`config.mk`:
```
export PLATFORM = sky130hd
export DESIGN_NAME = pes_selector
export DESIGN_NICKNAME = d
export VERILOG_FILES = /design/src/pes_pkg.sv /design/src/pes_fp_help.sv /design/src/pes_selector.sv
export SDC_FILE = /design/constraint.sdc
export NUM_CORES = 1
export LEC_CHECK = 0
export ABC_CLOCK_PERIOD_IN_PS = 7700
export BUFFER_PORTS_ARGS = -buffer_cell sky130_fd_sc_hd__buf_2
export CAP_MARGIN = 20
export CORE_MARGIN = 1.5
export CORE_UTILIZATION = 30
export CTS_BUF_LIST = sky130_fd_sc_hd__clkbuf_4 sky130_fd_sc_hd__clkbuf_8
export DETAILED_ROUTE_END_ITERATION = 10
export PLACE_DENSITY = 0.48
export SLEW_MARGIN = 40
export SYNTH_ARGS = -nofsm -noshare
export SYNTH_HDL_FRONTEND = slang
export SYNTH_HIERARCHICAL = 1
export SYNTH_SLANG_ARGS = --single-unit
```
`constraint.sdc`:
```
create_clock -name clk -period 7.7 [get_ports clk]
set_input_delay 0.77 -clock clk [delete_from_list [all_inputs] [get_ports clk]]
set_output_delay 0.77 -clock clk [all_outputs]
set_load 0.02 [all_outputs]
```
`src/pes_pkg.sv`:
```
package pes_pkg;
	// ****************************************************************
	// event selection codes
	// ****************************************************************
	localparam logic [7:0] EVT_DTLB        = 8'h08;
	localparam logic [7:0] EVT_DISAMBIG    = 8'h09;
	localparam logic [7:0] EVT_PAGE_WALK   = 8'h0C;
	localparam logic [7:0] EVT_FP_COMP     = 8'h10;
	localparam logic [7:0] EVT_FP_HELP     = 8'h11;
	localparam logic [7:0] EVT_PRODUCT     = 8'h12;
	localparam logic [7:0] UM_STORE_MISS   = 8'h08;
	localparam logic [7:0] UM_DIS_RESET    = 8'h01;
	localparam logic [7:0] UM_DIS_SUCCESS  = 8'h02;
	localparam logic [7:0] UM_WALK_COUNT   = 8'h01;
	localparam logic [7:0] UM_WALK_CYCLES  = 8'h02;
	localparam logic [7:0] UM_NONE         = 8'h00;
	// ****************************************************************
	// counter layout
	// ****************************************************************
	localparam int         CNT_WIDTH       = 40;
	localparam logic [0:0] COUNTER_ZERO    = 1'b0;
	localparam logic [0:0] COUNTER_ONE     = 1'b1;
	localparam int         HELP_SRC_COUNT  = 5;
	localparam int         SEL_WIDTH       = 4;

	typedef enum logic [3:0] {
		SRC_NONE,
		SRC_STORE_MISS,
		SRC_DIS_RESET,
		SRC_DIS_SUCCESS,
		SRC_WALK_START,
		SRC_WALK_BUSY,
		SRC_FP_COMP,
		SRC_FP_HELP,
		SRC_PRODUCT
	} pes_src_t;
endpackage : pes_pkg

```
`src/pes_fp_help.sv`:
```
`timescale 1ns/1ps
// assist detector: folds the SIMD and x87 assist causes into one pulse
module pes_fp_help
	import pes_pkg::*;
(
	input  wire logic clk,
	input  wire logic rst_n,
	input  wire logic simdOpValid,
	input  wire logic simdDenormalIn,
	input  wire logic simdUnderflowOut,
	input  wire logic denormal_input_zeroing_flag,
	input  wire logic underflow_result_flush_flag,
	input  wire logic x87OpValid,
	input  wire logic x87NanOrDenormLoad,
	input  wire logic x87DivByZero,
	input  wire logic x87UnderflowOut,
	output logic      float_microcode_help_event
);
	import pes_pkg::*;

	logic [HELP_SRC_COUNT-1:0] cause;
	logic                      helpReg;
	logic                      helpNext;

	always_comb begin
		cause[0] = simdOpValid & simdDenormalIn & ~denormal_input_zeroing_flag;
		cause[1] = simdOpValid & simdUnderflowOut & ~underflow_result_flush_flag;
		cause[2] = x87OpValid & x87NanOrDenormLoad;
		cause[3] = x87OpValid & x87DivByZero;
		cause[4] = x87OpValid & x87UnderflowOut;
		helpNext = |cause;
	end

	always_ff @(posedge clk) begin
		if (!rst_n) begin
			helpReg <= 1'b0;
		end else begin
			helpReg <= helpNext;
		end
	end

	assign float_microcode_help_event = helpReg;

	chk_help_simd_denorm: assert property (@(posedge clk) disable iff (!rst_n)
		simdOpValid && simdDenormalIn && !denormal_input_zeroing_flag |=> float_microcode_help_event)
		else $error("simd denormal assist not flagged");
	chk_help_quiet: assert property (@(posedge clk) disable iff (!rst_n)
		!simdOpValid && !x87OpValid |=> !float_microcode_help_event)
		else $error("assist flagged with no operation");
endmodule : pes_fp_help

```
`src/pes_selector.sv`:
```
`timescale 1ns/1ps
// Contract
// - event 08H mask 08H counts store data TLB misses, speculative included
// - disambiguation reset mask 01H counts each pipeline-clear cycle
// - event 09H mask 02H counts each load disambiguated past unknown store
// - event 0CH mask 01H counts each page walk started
// - event 0CH mask 02H counts every cycle a walk is active
// - event 10H mask 00H counts float compute uops, counter zero only
// - event 11H counts float microcode assists, counter one only
// - event 12H counts multiply operations, counter one only
module pes_selector
	import pes_pkg::*;
#(
	parameter int CW = CNT_WIDTH
) (
	input  wire logic          clk,
	input  wire logic          rst_n,
	input  wire logic [7:0]    eventCode0,
	input  wire logic [7:0]    unitMask0,
	input  wire logic          countEnable0,
	input  wire logic [7:0]    eventCode1,
	input  wire logic [7:0]    unitMask1,
	input  wire logic          countEnable1,
	input  wire logic          counterClear,
	input  wire logic          data_tlb_store_miss_event,
	input  wire logic          disambigClear,
	input  wire logic          load_store_resolved_event,
	input  wire logic          walkStart,
	input  wire logic          walkActive,
	input  wire logic [1:0]    float_compute_uop_event,
	input  wire logic [1:0]    product_op_event,
	input  wire logic          simdOpValid,
	input  wire logic          simdDenormalIn,
	input  wire logic          simdUnderflowOut,
	input  wire logic          denormal_input_zeroing_flag,
	input  wire logic          underflow_result_flush_flag,
	input  wire logic          x87OpValid,
	input  wire logic          x87NanOrDenormLoad,
	input  wire logic          x87DivByZero,
	input  wire logic          x87UnderflowOut,
	output logic [CW-1:0]      general_counter_zero,
	output logic [CW-1:0]      general_counter_one,
	output logic               selectInvalid0,
	output logic               selectInvalid1
);
	import pes_pkg::*;

	logic          helpEvent;
	logic [CW-1:0] cnt0Reg;
	logic [CW-1:0] cnt0Next;
	logic [CW-1:0] cnt1Reg;
	logic [CW-1:0] cnt1Next;
	logic [1:0]    inc0;
	logic [1:0]    inc1;
	pes_src_t      src0;
	pes_src_t      src1;

	// ****************************************************************
	// assist source, one cycle behind the pipeline flags
	// ****************************************************************
	pes_fp_help uHelp (
		.clk                         (clk),
		.rst_n                       (rst_n),
		.simdOpValid                 (simdOpValid),
		.simdDenormalIn              (simdDenormalIn),
		.simdUnderflowOut            (simdUnderflowOut),
		.denormal_input_zeroing_flag (denormal_input_zeroing_flag),
		.underflow_result_flush_flag (underflow_result_flush_flag),
		.x87OpValid                  (x87OpValid),
		.x87NanOrDenormLoad          (x87NanOrDenormLoad),
		.x87DivByZero                (x87DivByZero),
		.x87UnderflowOut             (x87UnderflowOut),
		.float_microcode_help_event  (helpEvent)
	);

	// ****************************************************************
	// decode and per-source increment
	// ****************************************************************
	// counter-restricted events decode to SRC_NONE on the wrong counter,
	// so a misprogrammed selector simply never counts
	function automatic pes_src_t decodeSel(input logic [7:0] code, input logic [7:0] mask,
		input logic [0:0] which);
		pes_src_t s;
		s = SRC_NONE;
		if (code == EVT_DTLB && mask == UM_STORE_MISS) s = SRC_STORE_MISS;
		if (code == EVT_DISAMBIG && mask == UM_DIS_RESET) s = SRC_DIS_RESET;
		if (code == EVT_DISAMBIG && mask == UM_DIS_SUCCESS) s = SRC_DIS_SUCCESS;
		if (code == EVT_PAGE_WALK && mask == UM_WALK_COUNT) s = SRC_WALK_START;
		if (code == EVT_PAGE_WALK && mask == UM_WALK_CYCLES) s = SRC_WALK_BUSY;
		if (code == EVT_FP_COMP && mask == UM_NONE && which == COUNTER_ZERO) s = SRC_FP_COMP;
		if (code == EVT_FP_HELP && mask == UM_NONE && which == COUNTER_ONE) s = SRC_FP_HELP;
		if (code == EVT_PRODUCT && mask == UM_NONE && which == COUNTER_ONE) s = SRC_PRODUCT;
		return s;
	endfunction : decodeSel

	function automatic logic [1:0] srcInc(input pes_src_t s);
		logic [1:0] v;
		v = 2'h0;
		unique case (s)
			SRC_NONE:        v = 2'h0;
			SRC_STORE_MISS:  v = {1'b0, data_tlb_store_miss_event};
			SRC_DIS_RESET:   v = {1'b0, disambigClear};
			SRC_DIS_SUCCESS: v = {1'b0, load_store_resolved_event};
			SRC_WALK_START:  v = {1'b0, walkStart};
			SRC_WALK_BUSY:   v = {1'b0, walkActive};
			SRC_FP_COMP:     v = float_compute_uop_event;
			SRC_FP_HELP:     v = {1'b0, helpEvent};
			SRC_PRODUCT:     v = product_op_event;
			default:         v = 2'h0;
		endcase
		return v;
	endfunction : srcInc

	always_comb begin
		src0 = decodeSel(eventCode0, unitMask0, COUNTER_ZERO);
		src1 = decodeSel(eventCode1, unitMask1, COUNTER_ONE);
		inc0 = countEnable0 ? srcInc(src0) : 2'h0;
		inc1 = countEnable1 ? srcInc(src1) : 2'h0;
		cnt0Next = counterClear ? '0 : cnt0Reg + CW'(inc0);
		cnt1Next = counterClear ? '0 : cnt1Reg + CW'(inc1);
	end

	// ****************************************************************
	// counters
	// ****************************************************************
	always_ff @(posedge clk) begin
		if (!rst_n) begin
			cnt0Reg <= '0;
			cnt1Reg <= '0;
		end else begin
			cnt0Reg <= cnt0Next;
			cnt1Reg <= cnt1Next;
		end
	end

	assign general_counter_zero = cnt0Reg;
	assign general_counter_one  = cnt1Reg;
	assign selectInvalid0       = countEnable0 && (src0 == SRC_NONE);
	assign selectInvalid1       = countEnable1 && (src1 == SRC_NONE);

	// ****************************************************************
	// checks
	// ****************************************************************
	chk_store_miss_count: assert property (@(posedge clk) disable iff (!rst_n)
		countEnable0 && !counterClear && eventCode0 == EVT_DTLB && unitMask0 == UM_STORE_MISS
		&& data_tlb_store_miss_event |=> general_counter_zero == $past(general_counter_zero) + 1)
		else $error("store miss not counted");
	chk_dis_reset_count: assert property (@(posedge clk) disable iff (!rst_n)
		countEnable1 && !counterClear && eventCode1 == EVT_DISAMBIG && unitMask1 == UM_DIS_RESET
		&& disambigClear |=> general_counter_one == $past(general_counter_one) + 1)
		else $error("disambiguation clear cycle not counted");
	chk_dis_success: assert property (@(posedge clk) disable iff (!rst_n)
		countEnable0 && !counterClear && eventCode0 == EVT_DISAMBIG && unitMask0 == UM_DIS_SUCCESS
		&& !load_store_resolved_event |=> general_counter_zero == $past(general_counter_zero))
		else $error("success counted without event");
	chk_walk_start: assert property (@(posedge clk) disable iff (!rst_n)
		countEnable0 && !counterClear && eventCode0 == EVT_PAGE_WALK && unitMask0 == UM_WALK_COUNT
		&& walkStart && !walkActive |=> general_counter_zero == $past(general_counter_zero) + 1)
		else $error("walk start not counted");
	chk_walk_cycles: assert property (@(posedge clk) disable iff (!rst_n)
		(countEnable1 && !counterClear && eventCode1 == EVT_PAGE_WALK && unitMask1 == UM_WALK_CYCLES
		&& walkActive)[*3] |=> general_counter_one == $past(general_counter_one, 3) + 3)
		else $error("walk duration miscounted");
	chk_fp_comp_zero: assert property (@(posedge clk) disable iff (!rst_n)
		countEnable1 && !counterClear && eventCode1 == EVT_FP_COMP
		|=> general_counter_one == $past(general_counter_one))
		else $error("float compute counted on counter one");
	chk_help_one: assert property (@(posedge clk) disable iff (!rst_n)
		countEnable0 && !counterClear && eventCode0 == EVT_FP_HELP
		|=> general_counter_zero == $past(general_counter_zero))
		else $error("assist counted on counter zero");
	chk_product_one: assert property (@(posedge clk) disable iff (!rst_n)
		countEnable1 && !counterClear && eventCode1 == EVT_PRODUCT && unitMask1 == UM_NONE
		|=> general_counter_one == $past(general_counter_one) + CW'($past(product_op_event)))
		else $error("multiply count wrong");
	chk_disabled_hold: assert property (@(posedge clk) disable iff (!rst_n)
		!countEnable0 && !counterClear |=> $stable(general_counter_zero))
		else $error("disabled counter moved");

	// ****************************************************************
	// quiet, count, restriction and clear checks
	// ****************************************************************
	// a source held low must leave its counter alone, or a stuck decode would pass unseen
	chk_store_miss_quiet: assert property (@(posedge clk) disable iff (!rst_n)
		countEnable0 && !counterClear && eventCode0 == EVT_DTLB && unitMask0 == UM_STORE_MISS
		&& !data_tlb_store_miss_event |=> $stable(general_counter_zero))
		else $error("store miss counted without event");
	chk_dis_reset_quiet: assert property (@(posedge clk) disable iff (!rst_n)
		countEnable1 && !counterClear && eventCode1 == EVT_DISAMBIG && unitMask1 == UM_DIS_RESET
		&& !disambigClear |=> $stable(general_counter_one))
		else $error("disambiguation clear counted without event");
	chk_dis_success_count: assert property (@(posedge clk) disable iff (!rst_n)
		countEnable0 && !counterClear && eventCode0 == EVT_DISAMBIG && unitMask0 == UM_DIS_SUCCESS
		&& load_store_resolved_event |=> general_counter_zero == $past(general_counter_zero) + 1)
		else $error("success not counted");
	chk_walk_start_quiet: assert property (@(posedge clk) disable iff (!rst_n)
		countEnable0 && !counterClear && eventCode0 == EVT_PAGE_WALK && unitMask0 == UM_WALK_COUNT
		&& !walkStart |=> $stable(general_counter_zero))
		else $error("walk counted without start");
	chk_walk_busy_quiet: assert property (@(posedge clk) disable iff (!rst_n)
		countEnable1 && !counterClear && eventCode1 == EVT_PAGE_WALK && unitMask1 == UM_WALK_CYCLES
		&& !walkActive |=> $stable(general_counter_one))
		else $error("walk cycle counted while idle");
	chk_fp_comp_count: assert property (@(posedge clk) disable iff (!rst_n)
		countEnable0 && !counterClear && eventCode0 == EVT_FP_COMP && unitMask0 == UM_NONE
		|=> general_counter_zero == $past(general_counter_zero) + CW'($past(float_compute_uop_event)))
		else $error("float compute count wrong");
	chk_help_count: assert property (@(posedge clk) disable iff (!rst_n)
		countEnable1 && !counterClear && eventCode1 == EVT_FP_HELP && unitMask1 == UM_NONE
		&& helpEvent |=> general_counter_one == $past(general_counter_one) + 1)
		else $error("assist not counted");
	chk_product_zero: assert property (@(posedge clk) disable iff (!rst_n)
		countEnable0 && !counterClear && eventCode0 == EVT_PRODUCT
		|=> $stable(general_counter_zero))
		else $error("multiply counted on counter zero");
	// the flag is the only sign software gets of a restricted event on the wrong counter
	chk_wrong_zero_flag: assert property (@(posedge clk) disable iff (!rst_n)
		countEnable0 && (eventCode0 == EVT_FP_HELP || eventCode0 == EVT_PRODUCT)
		|-> selectInvalid0)
		else $error("restricted event on counter zero not flagged");
	chk_wrong_one_flag: assert property (@(posedge clk) disable iff (!rst_n)
		countEnable1 && eventCode1 == EVT_FP_COMP |-> selectInvalid1)
		else $error("restricted event on counter one not flagged");
	chk_disabled_hold_one: assert property (@(posedge clk) disable iff (!rst_n)
		!countEnable1 && !counterClear |=> $stable(general_counter_one))
		else $error("disabled counter one moved");
	// clear wins over any count landing in the same cycle
	chk_clear_wins: assert property (@(posedge clk) disable iff (!rst_n)
		counterClear |=> general_counter_zero == CW'(0) && general_counter_one == CW'(0))
		else $error("clear did not empty counters");
endmodule : pes_selector

```
* Word-level counts from Yosys, hierarchy flattened
Index checks and enable logic that the tools add are counted.
Operators by class: bitwise gates (word level) 10, reduce and logical (&&, ||, !) cells 21, add/subtract/negate cells 2, muxes and demuxes 17, equal/unequal tests 31
Operator list (count):
- $add A40 B2 Y40 | 2
- $eq A8 B4 Y1 const B | 8
- $eq A4 B3 Y1 const B | 8
- $mux W4 | 8
- $pmux W2 S8 | 2
- $eq A8 B5 Y1 const B | 3
- $eq A4 B2 Y1 const B | 4
- $eq A8 B1 Y1 const B | 2
- $eq A8 B2 Y1 const B | 2
- $logic_not A8 Y1 | 2
- $logic_and A1 B1 Y1 | 15
- $eq A4 B1 Y1 const B | 2
- $eq A4 B4 Y1 const B | 2
- $logic_not A4 Y1 | 2
- $mux W2 | 4
- $and A1 B1 Y1 | 7
- $reduce_or A5 Y1 | 1
- $mux W3 | 1
- $not A1 Y1 | 3
- $mux W1 | 2
- $reduce_or A2 Y1 | 1
Word-level totals: input bits 55, flip-flop bits (word level) 81, logic and storage cells 84

* Longest topological paths before layout
word-level depth 13, mapped depth 17

* Modules after synthesis
The synthesis kept the hierarchy.
By module, submodules not included:
- pes_selector | times used 1, cells each 489, area each 4018.9 µm²
- pes_fp_help | times used 1, cells each 7, area each 52.6 µm²

* Least setup slack after synthesis
OpenSTA, ideal clock, no wires.
path type input to register, from in unitMask0[4], to reg cnt0Reg[20] (netlist: general_counter_zero[20]), data required time 7630 ps, library setup time 70 ps, arrival time 3785 ps, path slack 3845 ps, stages on the path 13, cell sequence or4_4 nor3_4 nand3_2 o311ai_2 o21ai_1 a31oi_1 ha_1 inv_1 fa_1 nor3_1 nand2_1 or3_1 a21oi_1
On the way: longest elaborated chain between the ends 12, elaborated cells between the ends (all ways) 27, classes of those cells add/sub: 1; eq/ne: 11; mux: 8; reduce/logical: 7
Ends and longest elaborated chain:
- start: declaration | RTL line pes_selector.sv:19 | input wire logic [7:0] unitMask0,
- $eq A8 B4 Y1 | RTL line pes_selector.sv:85 | if (code == EVT_DTLB && mask == UM_STORE_MISS) s = SRC_STORE_MISS;
- $logic_and A1 B1 Y1 | RTL line pes_selector.sv:85
- $mux W1 | RTL line pes_selector.sv:85
- $mux W2 | RTL line pes_selector.sv:86 | if (code == EVT_DISAMBIG && mask == UM_DIS_RESET) s = SRC_DIS_RESET;
- $mux W2 | RTL line pes_selector.sv:87 | if (code == EVT_DISAMBIG && mask == UM_DIS_SUCCESS) s = SRC_DIS_SUCCESS;
- $mux W3 | RTL line pes_selector.sv:88 | if (code == EVT_PAGE_WALK && mask == UM_WALK_COUNT) s = SRC_WALK_START;
- $mux W4 | RTL line pes_selector.sv:89 | if (code == EVT_PAGE_WALK && mask == UM_WALK_CYCLES) s = SRC_WALK_BUSY;
- $mux W4 (*) | RTL line pes_selector.sv:90 | if (code == EVT_FP_COMP && mask == UM_NONE && which == COUNTER_ZERO) s = SRC_FP_COMP;
- $eq A4 B4 Y1 (tied with other cells) | RTL line pes_selector.sv:99 | unique case (s)
- $pmux W2 S8 (*) | RTL line pes_selector.sv:99
- $mux W2 (*) | RTL line pes_selector.sv:117 | inc0 = countEnable0 ? srcInc(src0) : 2'h0;
- $add A40 B2 Y40 (*) | RTL line pes_selector.sv:119 | cnt0Next = counterClear ? '0 : cnt0Reg + CW'(inc0);
- end signal: assignment | RTL line pes_selector.sv:131 | cnt0Reg <= cnt0Next;
- end: declaration | RTL line pes_selector.sv:49 | logic [CW-1:0] cnt0Reg;
Mark *: on every way between the ends. The rest lies on a longest branch, timed or not. A chain may end at the register's enable or synchronous reset.

* Final worst setup path
Ends and elaborated chain as after synthesis.

==> results.txt <==
- The run finished with clean final reports.
* Mean post-synth cell area: 8.21 sq um
* Worst setup SP type: input pin
- The number of antenna diodes in the final layout is 0.
- The initialized floorplan defines 42 standard-cell rows.
* Core ar.: 13,200 sq um
- Dominant cells by area after synthesis: dfxtp_1, xor2_1, nor2_1
- The clock reaches the later pin of the worst-skew pair after 0.36 ns.
* Worst hold path class: flop to flop
- Summing the sequential cell areas from Yosys gives 39.8% of the chip area.
- Setup CP Type: input pin to flop
* Cell area after synthesis: 4070 sq um
- Of the post-synthesis cell area, the dominant cell type holds 39.8%.
* Clock Skews: 0.0119 ns
* Commonest cells in the synthesized netlist: dfxtp_1, nor2_1, nand2_1, xor2_1, a21oi_1
- Counting the buffers created by CTS gives 9.
- P_sw: 181 uW
- Leading register cell type out of synthesis: dfxtp_1
- Post-CTS Hold Fix Bufs: 0
- Worst-path clk slew: 0.09 ns
* Wirelength, routed: 10.6 mm
- Post-route design area: 5080 sq um
* Routed len/inst: 13.2 um
* Number of flip-flops and latches in the synthesized netlist: 81
* Post-CTS Repair Setup Buffers: 0
- Global routing used 14.8% of the available tracks across all layers.
* Internal Power: 555 uW
- FMAX: 240 MHz
- The HPWL after detailed placement is 7.66 mm.
- Area after DPL: 4920 sq um
- Post-route DRC: 0
- The number of endpoints with negative hold slack in the final report was 0.
* Asr flop ratio synth: 0%
- Max-cap check violation count: 0
- Relative to the synthesized area, the layout overhead comes to 24.9%.
- Switching power share of the total: 24.6%
* GRT overflow: 0
- CP endpoint kind: flop
- Count of port buffers added during placement: 136
- Entering global routing, the biggest net connects 81 pins.
* Critical path fanouts, max: 7
- Violation count after the first detailed-route iteration: 134
* Synth Net Count: 557
- Root buffer cell: clkbuf_8
- Data on the critical path arrives at its endpoint at 4.45 ns.
- Of all cell types, the one taking the most synthesized area is dfxtp_1.
- Setup total negative slack: 0 ns
- Most frequent cell after synthesis: dfxtp_1
- The first global-routing pass estimated 17.1 mm of wire.
* Maximum VDD drop: 0.0659 mV
- Clock network fraction of total power: 37.7%
- Starting density of the core: 30.7%
* Post-CTS Resized: 0
- Die Ht: 119 um
- Setup repair after global routing left no endpoint under its margin.
* Number of synthesized flops with an enable pin: 0
- Fraction of final layout cells sized beyond drive strength 1: 26.5%
* Leakage power total: 2.03 nW
- The clock passes through at most 2 buffers.
- The Yosys step of the flow raised 6 warnings.
- For the pin with the worst max-slew slack, the measured transition is 0.704 ns.
* Antenna violations before repair: 0
* Clock tree from TritonCTS: done
- Combinational Power Share: 5.3%
- Post-DR vias/cell: 4.80
* Final worst path period share: 54.0%
- After layout, the minimum clock period comes to 4.16 ns.
- The count of nets left with antenna violations once routing finished came out at 0.
- Measured against its own limit, the worst slew margin works out to 52.7%.
* Library cells used by synthesis: 53
* Power density relative to cell area: 145 nW/um^2
- For this run, the slowest stage of the critical path takes 0.62 ns.
* Total Nets Final: 690
- The clock net in this run drives a total of 81 sinks.
* Routed via count: 3,884
- Width of the chip: 119 um
- Setup violations remaining at the end of the flow were counted as 0.
* Flop pwr share: 57.0%
- Count of H-tree levels built during CTS: 3
- Cell count after synthesis: 496
- Worst-path cell chain: buf_2 > or4_4 > nor3_4 > nand3_2 > o311ai_2 > o21ai_1 > a31oi_1 > ha_1 > inv_1 > fa_1 > nor3_1 > nand2_1 > or3_1 > a21oi_1
* I/O pin total: 137
* Via count of the first global-routing pass: 3,559
- Cell type of the slowest stage on the worst timing path: nor3_1
- The final max-slew violation count was 0.
- Routability Congestion: 0.810
* Detailed-router iteration count before antenna repair: 4
* Worst EP required: 7.99 ns
- The floorplan step defined a die boundary enclosing 14,300 sq um.
==> layout make-up <==
class / count / area [sq um]
multi-input combinational: 376 / 2300
timing repair buffer: 137 / 692
clock inverter: 5 / 32.5
sequential: 81 / 1620
clock buffer: 10 / 131
tap: 176 / 220
fill: 1416 / 8160
inverter: 24 / 90.1
==> flip-flops by register name, indices dropped and copies added (netlist names) <==
signal	cells
general_counter_one	40
general_counter_zero	40
uHelp/float_microcode_help_event	1
==> logic make-up (layout without fill, tap and decap cells) <==
logic type / after synthesis / after routing / share of synthesized area [%]
XOR/XNOR: 57 / 57 / 12.3
buffers and inverters: 39 / 176 / 3.81
AO/OA/AOI/OAI: 67 / 67 / 9.31
adder cells (fa/ha/maj): 6 / 6 / 2.21
AND/OR/NAND/NOR: 246 / 246 / 32.6
flip-flops: 81 / 81 / 39.8
==> layout by cell type (no fill, tap or decap), types with 4 or more instances in the layout <==
master	netlist	routed
buf_2	4	136
dfxtp_1	81	81
nor2_1	72	72
nand2_1	36	36
xor2_1	33	33
a21oi_1	28	28
nand3_1	26	26
inv_1	24	24
o21ai_0	24	24
xnor2_1	24	24
or3_1	21	21
nand4_1	20	20
and4_1	14	14
nor3_1	11	11
and3_1	9	9
clkbuf_8	0	9
nor2b_1	7	7
nor4_1	5	5
ha_1	4	4
==> routing by layer <==
layer,wire length [um],track usage [%],share of wire [%],vias up
li1,-,-,-,1989
met1,4930,18.6,46,1782
met2,4840,23.7,45,96
met3,668,4.09,6.3,17
met4,205,6.70,1.9,0
met5,0,0,0,-
==> critical path: cells and delay by family <==
kind,cells,cell delay [ns]
AOI/OAI and AO/OA,4,0.73
buffers and inverters,2,0.16
adders and majority gates,2,0.65
and+or+nand+nor,6,2.13
==> final timing paths <==
kind | slack, ns | cells after the start | start | to
max | 3.54 | 14 | unitMask0[4] | general_counter_zero[20]$_SDFF_PP0_
min | 0.49 | 2 | general_counter_zero[39]$_SDFF_PP0_ | general_counter_zero[39]$_SDFF_PP0_
max reg2reg | 4.73 | 12 | uHelp/float_microcode_help_event$_SDFF_PN0_ | general_counter_one[34]$_SDFF_PP0_
min reg2reg | 0.49 | 2 | general_counter_zero[39]$_SDFF_PP0_ | general_counter_zero[39]$_SDFF_PP0_
==> power groups by stage <==
stage	combinational (mW)	sequential (mW)	clock, mW
6_report	0.0389	0.419	0.277
5_1_grt	0.0432	0.419	0.314
4_1_cts	0.0393	0.419	0.297
3_5_place_dp	0.0391	0.429	0
3_3_place_gp	0.0386	0.429	0
2_1_floorplan	0.0175	0.429	0
==> through the flow <==
step | util (%) | std cells | setup WS, ns | total power [mW] | hold slack (ns)
floorplan | - | 496 | 3.84 | 0.446 | 0.558
global placement | 37.1 | 794 | 3.22 | 0.467 | 0.470
detailed placement | 37.2 | 794 | 3.18 | 0.468 | 0.482
CTS | 38.4 | 809 | 3.54 | 0.756 | 0.496
global route | 38.4 | 809 | 3.28 | 0.776 | 0.518
finish | 38.4 | 809 | 3.54 | 0.735 | 0.489
No activity file was read; power rests on OpenSTA's default activity.
